<file path="src/cnmt_pkg.sv">
// Purpose: Shared types and constants for the network-management state machine
// Assumes: One 25 MHz clock, asynchronous active-high reset
// Notes:   Command codes follow the NMT command specifier byte
package cnmt_pkg;

    // ************************************************************
    // Network-management states
    // ************************************************************
    typedef enum logic [2:0] {
        CNMT_APP_RESET  = 3'b000,
        CNMT_COMM_RESET = 3'b001,
        CNMT_INIT       = 3'b010,
        CNMT_PRE_OP     = 3'b011,
        CNMT_OPER       = 3'b100,
        CNMT_STOPPED    = 3'b101
    } cnmt_state_type;

    // ************************************************************
    // Command specifiers from the master
    // ************************************************************
    localparam logic [7:0] CNMT_CMD_START      = 8'h01;
    localparam logic [7:0] CNMT_CMD_STOP       = 8'h02;
    localparam logic [7:0] CNMT_CMD_PRE_OP     = 8'h80;
    localparam logic [7:0] CNMT_CMD_RESET_NODE = 8'h81;
    localparam logic [7:0] CNMT_CMD_RESET_COMM = 8'h82;

    // Communication object index range; communication reset loads its first 16 entries
    localparam logic [15:0] CNMT_COMM_IDX_FIRST = 16'h1000;
    localparam logic [15:0] CNMT_COMM_IDX_LAST  = 16'h1FFF;
    localparam logic [15:0] CNMT_IDX_STEP       = 16'h0001;

    // Default-parameter memory depth (entries walked during reset)
    localparam int          CNMT_DEF_DEPTH      = 16;
    localparam int          CNMT_DEF_AW         = 4;
    localparam logic [3:0]  CNMT_DEF_LAST       = 4'hF;
    localparam logic [3:0]  CNMT_DEF_ONE        = 4'h1;

    // Boot-up message state byte
    localparam logic [7:0]  CNMT_BOOT_BYTE      = 8'h00;

    // Service permissions driven to the communication objects
    typedef struct packed {
        logic pdo_en;       // Process data exchange allowed
        logic sdo_en;       // Service data access allowed
        logic cfg_en;       // Configuration writes allowed
        logic emcy_en;      // Emergency messages allowed
        logic mon_en;       // Guarding / heartbeat active
    } cnmt_svc_type;

    // One parameter load towards the object directory
    typedef struct packed {
        logic        valid;
        logic [15:0] index;
        logic [31:0] value;
    } cnmt_load_type;

endpackage : cnmt_pkg

</file>
<file path="src/cnmt_defmem.sv">
// Purpose: Small memory holding default communication parameters
// Assumes: Written by the application, read by the state machine
// Notes:   Read data is registered, one cycle latency
`timescale 1ns/100ps
module cnmt_defmem (
    input  wire logic        clock,    // System clock
    input  wire logic        wr_en,    // Write strobe
    input  wire logic [3:0]  wr_addr,  // Write address
    input  wire logic [31:0] wr_data,  // Write data
    input  wire logic [3:0]  rd_addr,  // Read address
    output logic      [31:0] rd_data   // Registered read data
);

    logic [31:0] mem_q [cnmt_pkg::CNMT_DEF_DEPTH];
    logic [31:0] rd_data_q;

    // ************************************************************
    // Storage and registered read port
    // ************************************************************
    always_ff @(posedge clock) begin
        if (wr_en) begin
            mem_q[wr_addr] <= wr_data;
        end
        rd_data_q <= mem_q[rd_addr];
    end

    assign rd_data = rd_data_q;

endmodule : cnmt_defmem

</file>
<file path="src/cnmt_fsm.sv">
// Purpose: Network-management state machine of a CANopen slave node
// Assumes: Commands arrive decoded, one-cycle strobe, already filtered for this node
// Notes:   Profile restore and object setup are handshaken with the application; communication loads are not
//
// Operation
// - After reset the machine starts in application reset before anything else.
// - Application reset restores saved profile data, then moves on to communication reset.
// - A reset-communication command sends the node to communication reset.
// - Communication reset loads defaults for objects 1000H-100FH, then moves to init.
// - Init sets up SDO, PDO, sync, emergency objects and the CAN controller.
// - Init done: enter pre-operational and send one boot-up message.
// - Operational or stopped returns to pre-operational on enter-pre-operational.
// - Pre-operational allows configuration, SDO, emergency and guarding, no PDO.
// - Pre-operational goes to stopped on stop, operational on start.
// - Pre-operational or operational enters stopped on stop command.
// - Stopped refuses configuration and SDO; only guarding or heartbeat stays.
// - Pre-operational or stopped enters operational on start command.
// - Operational allows every function but configuration, PDO and SDO both.
`timescale 1ns/100ps
module cnmt_fsm (
    input  wire logic                   clock,        // 25 MHz system clock
    input  wire logic                   rst,          // Async reset, active high
    input  wire logic                   cmd_valid,    // Command strobe, one cycle
    input  wire logic [7:0]             cmd_code,     // Command specifier
    input  wire logic                   prof_done,    // Profile restore finished
    input  wire logic                   init_done,    // Object setup finished
    input  wire logic                   def_wr_en,    // Default table write strobe
    input  wire logic [3:0]             def_wr_addr,  // Default table write address
    input  wire logic [31:0]            def_wr_data,  // Default table write data
    output logic                        prof_load,    // Request profile restore
    output logic                        init_req,     // Request object and controller setup
    output cnmt_pkg::cnmt_load_type     comm_load,    // Parameter load to object directory
    output logic                        boot_tx,      // Boot-up message pulse
    output logic [7:0]                  boot_data,    // Boot-up message byte
    output cnmt_pkg::cnmt_svc_type      svc,          // Service permissions
    output cnmt_pkg::cnmt_state_type    state         // Current state
);

    // ************************************************************
    // State
    // ************************************************************
    cnmt_pkg::cnmt_state_type state_q, state_d;
    logic [3:0]               ptr_q, ptr_d;
    logic                     rd_pend_q, rd_pend_d;
    logic                     boot_q, boot_d;
    cnmt_pkg::cnmt_load_type  load_q, load_d;
    cnmt_pkg::cnmt_svc_type   svc_q, svc_d;
    logic [31:0]              def_rd;

    // Default parameter table, loaded by the application
    cnmt_defmem u_defmem (
        .clock   (clock),
        .wr_en   (def_wr_en),
        .wr_addr (def_wr_addr),
        .wr_data (def_wr_data),
        .rd_addr (ptr_q),
        .rd_data (def_rd)
    );

    // ************************************************************
    // Next-state logic
    // ************************************************************
    always_comb begin
        state_d   = state_q;
        ptr_d     = ptr_q;
        rd_pend_d = 1'b0;
        boot_d    = 1'b0;
        load_d    = '0;
        case (state_q)
            cnmt_pkg::CNMT_APP_RESET: begin
                // Wait for the profile restore before touching communication
                if (prof_done) begin
                    state_d = cnmt_pkg::CNMT_COMM_RESET;
                    ptr_d   = '0;
                end
            end
            cnmt_pkg::CNMT_COMM_RESET: begin
                // Read data lags the address by one cycle, so loads trail
                rd_pend_d = 1'b1;
                ptr_d     = ptr_q + cnmt_pkg::CNMT_DEF_ONE;
                if (rd_pend_q) begin
                    load_d.valid = 1'b1;
                    load_d.index = cnmt_pkg::CNMT_COMM_IDX_FIRST
                                   + {12'h000, ptr_q - cnmt_pkg::CNMT_DEF_ONE};
                    load_d.value = def_rd;
                end
                // The pointer wraps past the last entry, so leave only once its data is out
                if (rd_pend_q
                    && (ptr_q - cnmt_pkg::CNMT_DEF_ONE) == cnmt_pkg::CNMT_DEF_LAST) begin
                    state_d   = cnmt_pkg::CNMT_INIT;
                    rd_pend_d = 1'b0;
                    ptr_d     = '0;
                end
            end
            cnmt_pkg::CNMT_INIT: begin
                if (init_done) begin
                    state_d = cnmt_pkg::CNMT_PRE_OP;
                    boot_d  = 1'b1;
                end
            end
            cnmt_pkg::CNMT_PRE_OP: begin
                if (cmd_valid && cmd_code == cnmt_pkg::CNMT_CMD_STOP) begin
                    state_d = cnmt_pkg::CNMT_STOPPED;
                end else if (cmd_valid && cmd_code == cnmt_pkg::CNMT_CMD_START) begin
                    state_d = cnmt_pkg::CNMT_OPER;
                end
            end
            cnmt_pkg::CNMT_OPER: begin
                if (cmd_valid && cmd_code == cnmt_pkg::CNMT_CMD_STOP) begin
                    state_d = cnmt_pkg::CNMT_STOPPED;
                end else if (cmd_valid && cmd_code == cnmt_pkg::CNMT_CMD_PRE_OP) begin
                    state_d = cnmt_pkg::CNMT_PRE_OP;
                end
            end
            cnmt_pkg::CNMT_STOPPED: begin
                if (cmd_valid && cmd_code == cnmt_pkg::CNMT_CMD_START) begin
                    state_d = cnmt_pkg::CNMT_OPER;
                end else if (cmd_valid && cmd_code == cnmt_pkg::CNMT_CMD_PRE_OP) begin
                    state_d = cnmt_pkg::CNMT_PRE_OP;
                end
            end
            default: begin
                state_d = cnmt_pkg::CNMT_APP_RESET;
            end
        endcase
        // Resets override everything once the node has booted
        if (state_q == cnmt_pkg::CNMT_PRE_OP || state_q == cnmt_pkg::CNMT_OPER
            || state_q == cnmt_pkg::CNMT_STOPPED) begin
            if (cmd_valid && cmd_code == cnmt_pkg::CNMT_CMD_RESET_NODE) begin
                state_d = cnmt_pkg::CNMT_APP_RESET;
            end else if (cmd_valid && cmd_code == cnmt_pkg::CNMT_CMD_RESET_COMM) begin
                state_d = cnmt_pkg::CNMT_COMM_RESET;
                ptr_d   = '0;
            end
        end
    end

    // Service gating follows the next state so it switches with the state
    always_comb begin
        svc_d = '0;
        case (state_d)
            cnmt_pkg::CNMT_PRE_OP: begin
                svc_d.sdo_en  = 1'b1;
                svc_d.cfg_en  = 1'b1;
                svc_d.emcy_en = 1'b1;
                svc_d.mon_en  = 1'b1;
            end
            cnmt_pkg::CNMT_OPER: begin
                svc_d.pdo_en  = 1'b1;
                svc_d.sdo_en  = 1'b1;
                svc_d.emcy_en = 1'b1;
                svc_d.mon_en  = 1'b1;
            end
            cnmt_pkg::CNMT_STOPPED: begin
                svc_d.mon_en  = 1'b1;
            end
            default: begin
                svc_d = '0;
            end
        endcase
    end

    // ************************************************************
    // Registers
    // ************************************************************
    always_ff @(posedge clock or posedge rst) begin
        if (rst) begin
            state_q   <= cnmt_pkg::CNMT_APP_RESET;
            ptr_q     <= '0;
            rd_pend_q <= 1'b0;
            boot_q    <= 1'b0;
            load_q    <= '0;
            svc_q     <= '0;
        end else begin
            state_q   <= state_d;
            ptr_q     <= ptr_d;
            rd_pend_q <= rd_pend_d;
            boot_q    <= boot_d;
            load_q    <= load_d;
            svc_q     <= svc_d;
        end
    end

    // Outputs
    assign state     = state_q;
    assign svc       = svc_q;
    assign boot_tx   = boot_q;
    assign boot_data = cnmt_pkg::CNMT_BOOT_BYTE;
    assign comm_load = load_q;
    assign prof_load = (state_q == cnmt_pkg::CNMT_APP_RESET);
    assign init_req  = (state_q == cnmt_pkg::CNMT_INIT);
endmodule : cnmt_fsm

</file>
<file path="config.mk">
export PLATFORM = sky130hd
export DESIGN_NAME = cnmt_fsm
export DESIGN_NICKNAME = d
export VERILOG_FILES = /design/src/cnmt_pkg.sv /design/src/cnmt_defmem.sv /design/src/cnmt_fsm.sv
export SDC_FILE = /design/constraint.sdc
export NUM_CORES = 1
export LEC_CHECK = 0
export BUFFER_PORTS_ARGS = -buffer_cell sky130_fd_sc_hd__buf_4
export CAP_MARGIN = 10
export CELL_PAD_IN_SITES_DETAIL_PLACEMENT = 1
export CELL_PAD_IN_SITES_GLOBAL_PLACEMENT = 2
export CORE_MARGIN = 2
export CORE_UTILIZATION = 24
export CTS_BUF_LIST = sky130_fd_sc_hd__clkbuf_2
export CTS_CLUSTER_DIAMETER = 60
export CTS_CLUSTER_SIZE = 20
export DETAILED_ROUTE_END_ITERATION = 6
export PLACE_DENSITY = 0.46
export SYNTH_ARGS = -nofsm -noshare
export SYNTH_HDL_FRONTEND = slang
export SYNTH_SLANG_ARGS = --single-unit
</file>
<file path="constraint.sdc">
create_clock -name clock -period 2.93 [get_ports clock]
set_input_delay 0.586 -clock clock [delete_from_list [all_inputs] [get_ports clock]]
set_output_delay 0.586 -clock clock [all_outputs]
set_load 0.02 [all_outputs]
</file>
### Word-level counts from Yosys, hierarchy flattened

Memory sizes are Yosys's and may differ from the RTL's. A register that Yosys moved wholly into a read port is not among the register bits.
Index checks and enable logic that the tools add are counted.

* bits in registers: 62
* memory bits (writable): 512
* output and inout bits: 68
* logic and storage cells: 70
* memories: 1

* add/sub/neg operators: 3
* eq/ne operators: 14
* mux-type cells: 30
* reduce and logical (&&, ||, !) cells: 11

Memory list
* u_defmem.mem_q: depth 16, width 32, read ports 1, clocked after Yosys merged registers in 1, write ports 1, line cnmt_defmem.sv:14 `logic [31:0] mem_q [cnmt_pkg::CNMT_DEF_DEPTH];`

Operator list (count)
* $mux W49: 2
* $mux W3: 11
* $eq A8 B8 Y1 const B: 3
* $mux W4: 5
* $pmux W3 S6: 1
* $add A13 B4 Y14 const A: 1
* $eq A3 B3 Y1 const B: 4
* $mux W1: 10
* $eq A3 B2 Y1 const B: 3
* $eq A8 B1 Y1 const B: 1
* $eq A8 B2 Y1 const B: 1
* $pmux W4 S2: 1
* $logic_and A1 B1 Y1: 6
* $add A4 B1 Y4 const B: 1
* $eq A4 B4 Y1 const B: 1
* $sub A4 B1 Y4 const B: 1
* $eq A3 B1 Y1 const B: 1
* $logic_not A3 Y1: 1
* $reduce_or A3 Y1: 1
* $logic_or A1 B1 Y1: 2
* $reduce_or A2 Y1: 1

### Depth between registers and ports, before layout

* depth after elaboration: 11
* gate-level depth with buffers: 11
* gate-level depth less buffers: 8

### Hierarchy

A second synthesis with hierarchy kept.

* cells, all modules: 1044
* area, all modules: 22118.7 um^2

By module, submodules not included
* cnmt_defmem: times used 1, cells an instance 838, area each 19835.3 um^2
* cnmt_fsm: times used 1, cells an instance 206, area each 2283.4 um^2

### Least setup slack after synthesis

No wires, ideal clock.

* path type: input port to flip-flop
* from: input port def_wr_addr[2]
* to: memory u_defmem.mem_q[0][0], enable pin
* arrival time: 3.304 ns
* required time: 2.469 ns
* slack: -0.836 ns
* stages on the path: 2
* cells stage by stage: or3b_2 -> nor3_1

RTL lines
* start, declared: line cnmt_fsm.sv:28 `input wire logic [3:0] def_wr_addr,`
* end, declared: line cnmt_defmem.sv:14

No word-level cell before the write port.

==> run summary <==
Worst-path clk slew = 0.32 ns
Clk_lat worst skew = 1.19 ns
Port buffer count = 98
Number of buffers inserted during clock tree synthesis = 54
Vias in the first global route = 11348
Cell count after synthesis = 966
Setup total negative slack = 0 ns
Cell type contributing the most total cell area after synthesis = sky130_fd_sc_hd__edfxtp_1
Commonest cells after routing, fill and taps aside = sky130_fd_sc_hd__edfxtp_1, sky130_fd_sc_hd__mux4_2, sky130_fd_sc_hd__buf_4
DR vias = 10267
Path type of the worst min-delay path = input port to flop
Headroom to the max-slew limit = 58.7%
Setup repair after global routing missed its margin = no
Std-Cell Core Area = 91700 um^2
Synthesized area divided by synthesized cell count = 23.0 um^2
Clk root buf = sky130_fd_sc_hd__clkbuf_2
Worst Path Arrival = 3.85 ns
Type of the setup path with the least slack = flop to flop
Launch point of the worst path = state[1]
Endpoints failing hold = 0
CP max FO = 10
Dominant cells by area after synthesis = sky130_fd_sc_hd__edfxtp_1, sky130_fd_sc_hd__mux4_2, sky130_fd_sc_hd__dfrtp_1, sky130_fd_sc_hd__dfxtp_1, sky130_fd_sc_hd__and3_1
Most common cell after layout, fill and taps aside = sky130_fd_sc_hd__edfxtp_1
Post-DRT Antenna Nets = 0
CP endpoint = svc[4]
Maximum level of the CTS H-tree = 2
Site row count = 111
Worst flop-to-flop path endpoint = svc[4]
Die Area = 94900 um^2
DR pass1 iterations = 5
Drt drc = 0
Required time worst endpoint = 3.96 ns
Area growth from synthesis to layout = 18.5%
Initial Utilization = 24.2%
Post-DR vias/cell = 4.27
# setup viols final = 0
TritonCTS clock tree = built
RD Place Congestion = 0.685
Final Routed Wirelength = 56600 um
DRC violation total after the first TritonRoute iteration = 692
Worst-case register-to-register setup slack = 0.12 ns
Number of placed instances with taps included = 2231
Static leakage = 8.59 nW
Post-detail-place hpwl = 28200 um
CP endpoint kind = flop
Die height = 308 um
Final cell count without fillers = 2402
Number of flops mapped to enable cells by yosys = 512
Fillers = 9315
Final worst clock skew = 0.101 ns
Clock sinks = 594
Worst r2r path cells = 8
Netlist area before placement = 22200 um^2
Global Route Usage Sum = 12.1%
Fraction of final layout cells with drive strength greater than 1 = 35.8%
Number of placed I/O pins = 118
Synth warn = 0
Count of unique library cells instantiated by Yosys = 46
Worst Max-Slew Pin Slew = 0.611 ns
Initial antenna violation count = 7
Sequential element share of the synthesized area = 77.8%
Number of synthesized register bits = 594
Worst supply voltage drop on vdd = 0.000302 V
First-pass GRT wire length = 82300 um
Horizontal die dimension = 308 um
Fmax = 0.356 GHz
Launch point of the worst reg-to-reg path = state[1]
Clock buffer depth = 3
Congestion Overflow GR = 0
Maximum number of pins on one net before global-route repair = 70
Portion of synthesized cell area occupied by the leading cell type = 69.3%
Routed WL per cell = 23.6 um
Final period util = 95.9%
Power density over the cells = 763 nW/um^2
Top FF cell, synth = sky130_fd_sc_hd__edfxtp_1
NumNets Final = 1218
Final slew viol count = 0
Count of max-cap constraint violations = 0
Type of origin of the critical path = flop
Share of flip-flops with an asynchronous set or reset after synthesis = 8.42%
Min cycle time layout = 2.81 ns
Status = completed
-- worst min path at each step --
stage / start / end / cells past startpoint
after floorplan: u_defmem.rd_data[16] / comm_load[16] / 1
after global placement: u_defmem.rd_data[3] / comm_load[3] / 1
after detailed placement: u_defmem.rd_data[3] / comm_load[3] / 1
after CTS: def_wr_data[12] / u_defmem.mem_q[7][12] / 2
after global routing: def_wr_data[3] / u_defmem.mem_q[2][3] / 2
final: def_wr_data[12] / u_defmem.mem_q[7][12] / 2
-- timing repair --
action | in CTS | in global routing
pin swaps | 0 | 1
hold endpoints to repair | 711 | 0
gates resized for setup | 2 | 7
gates cloned | 0 | 0
hold buffers | 59 | 0
setup buffers | 1 | 4
setup endpoints to repair | 2 | 3
-- Yosys cell counts, drive strengths merged, types with 2 or more instances --
library cell  instances
xor2                  2
xnor2                 2
clkbuf               20
nand3b                4
nor4b                 2
ha                    3
inv                   9
or3                   2
edfxtp              512
dfrtp                50
nand3                 5
a21oi                 7
dfxtp                32
nor4                  3
nor2                 25
nor2b                 4
nand2b                5
nor3                  6
nand4                 2
and3                 33
mux4                160
o21ai                 6
nand2                 6
buf                  50
-- registers in the layout (all words and copies together) (netlist names) --
signal and count:
ptr_q 4, rd_pend_q 1, boot_tx 1, svc 4, u_defmem.mem_q 512, comm_load 37, state 3, u_defmem.rd_data 32
-- worst max-delay path, stage by stage (launching register included) --
cell,delay (ns)
sky130_fd_sc_hd__dfrtp_2,0.56
sky130_fd_sc_hd__buf_4,0.17
sky130_fd_sc_hd__nand2b_1,0.16
sky130_fd_sc_hd__nor4_1,0.24
sky130_fd_sc_hd__a32oi_1,0.13
sky130_fd_sc_hd__dlygate4sd3_1,0.62
sky130_fd_sc_hd__a31oi_4,0.23
sky130_fd_sc_hd__nor2_1,0.07
sky130_fd_sc_hd__dlygate4sd3_1,0.56
-- report_power, final --
part	total [W]	switching (W)	internal (W)	leakage, nW
Sequential	0.0101	0.000340	0.00975	5.56
Combinational	0.00524	0.00252	0.00272	2.50
Clock	0.00474	0.00322	0.00152	0.522
-- logic make-up after synthesis --
logic type,synth area share (%)
xor gates and xnor gates,0.158
muxes,16.2
DFF,77.8
adders and majority gates,0.169
and+or+nand+nor,2.68
other,0.0169
AOI/OAI and AO/OA,0.840
buffers and inverters,2.06
-- through the flow --
step	area (um^2)	hold WS [ns]	total power, W	util [%]	worst slack (ns)
after floorplan	22300	0.436	0.0138	-	0.0360
after CTS	26200	0.00105	0.0205	28.6	0.0156
after global placement	24700	0.458	0.0156	27.0	0.658
after global routing	26300	0.0823	0.0212	28.7	0.000308
after detailed placement	24700	0.457	0.0156	27.0	0.659
final	26300	0.207	0.0201	28.7	0.120
-- routing by layer --
layer  global-route usage (%)  wire length, um  up-vias
met1                     16.9            26400     5604
met5                        0               13        -
met3                     1.84             2180       65
li1                         -                -     4381
met4                     2.89              974        2
met2                     19.6            27100      215
-- layout make-up --
type,count,area [um^2],area share [%]
clock buffer,56,280,1.07
multi-input combinational,311,4680,17.8
antenna,5,12.5,0.0476
clock inverter,46,617,2.35
inverter,9,35.0,0.133
tap,1186,1480,5.64
timing repair buffer,195,1900,7.24
sequential,594,17300,65.7
Note: power is estimated with default switching activity, not from simulation.
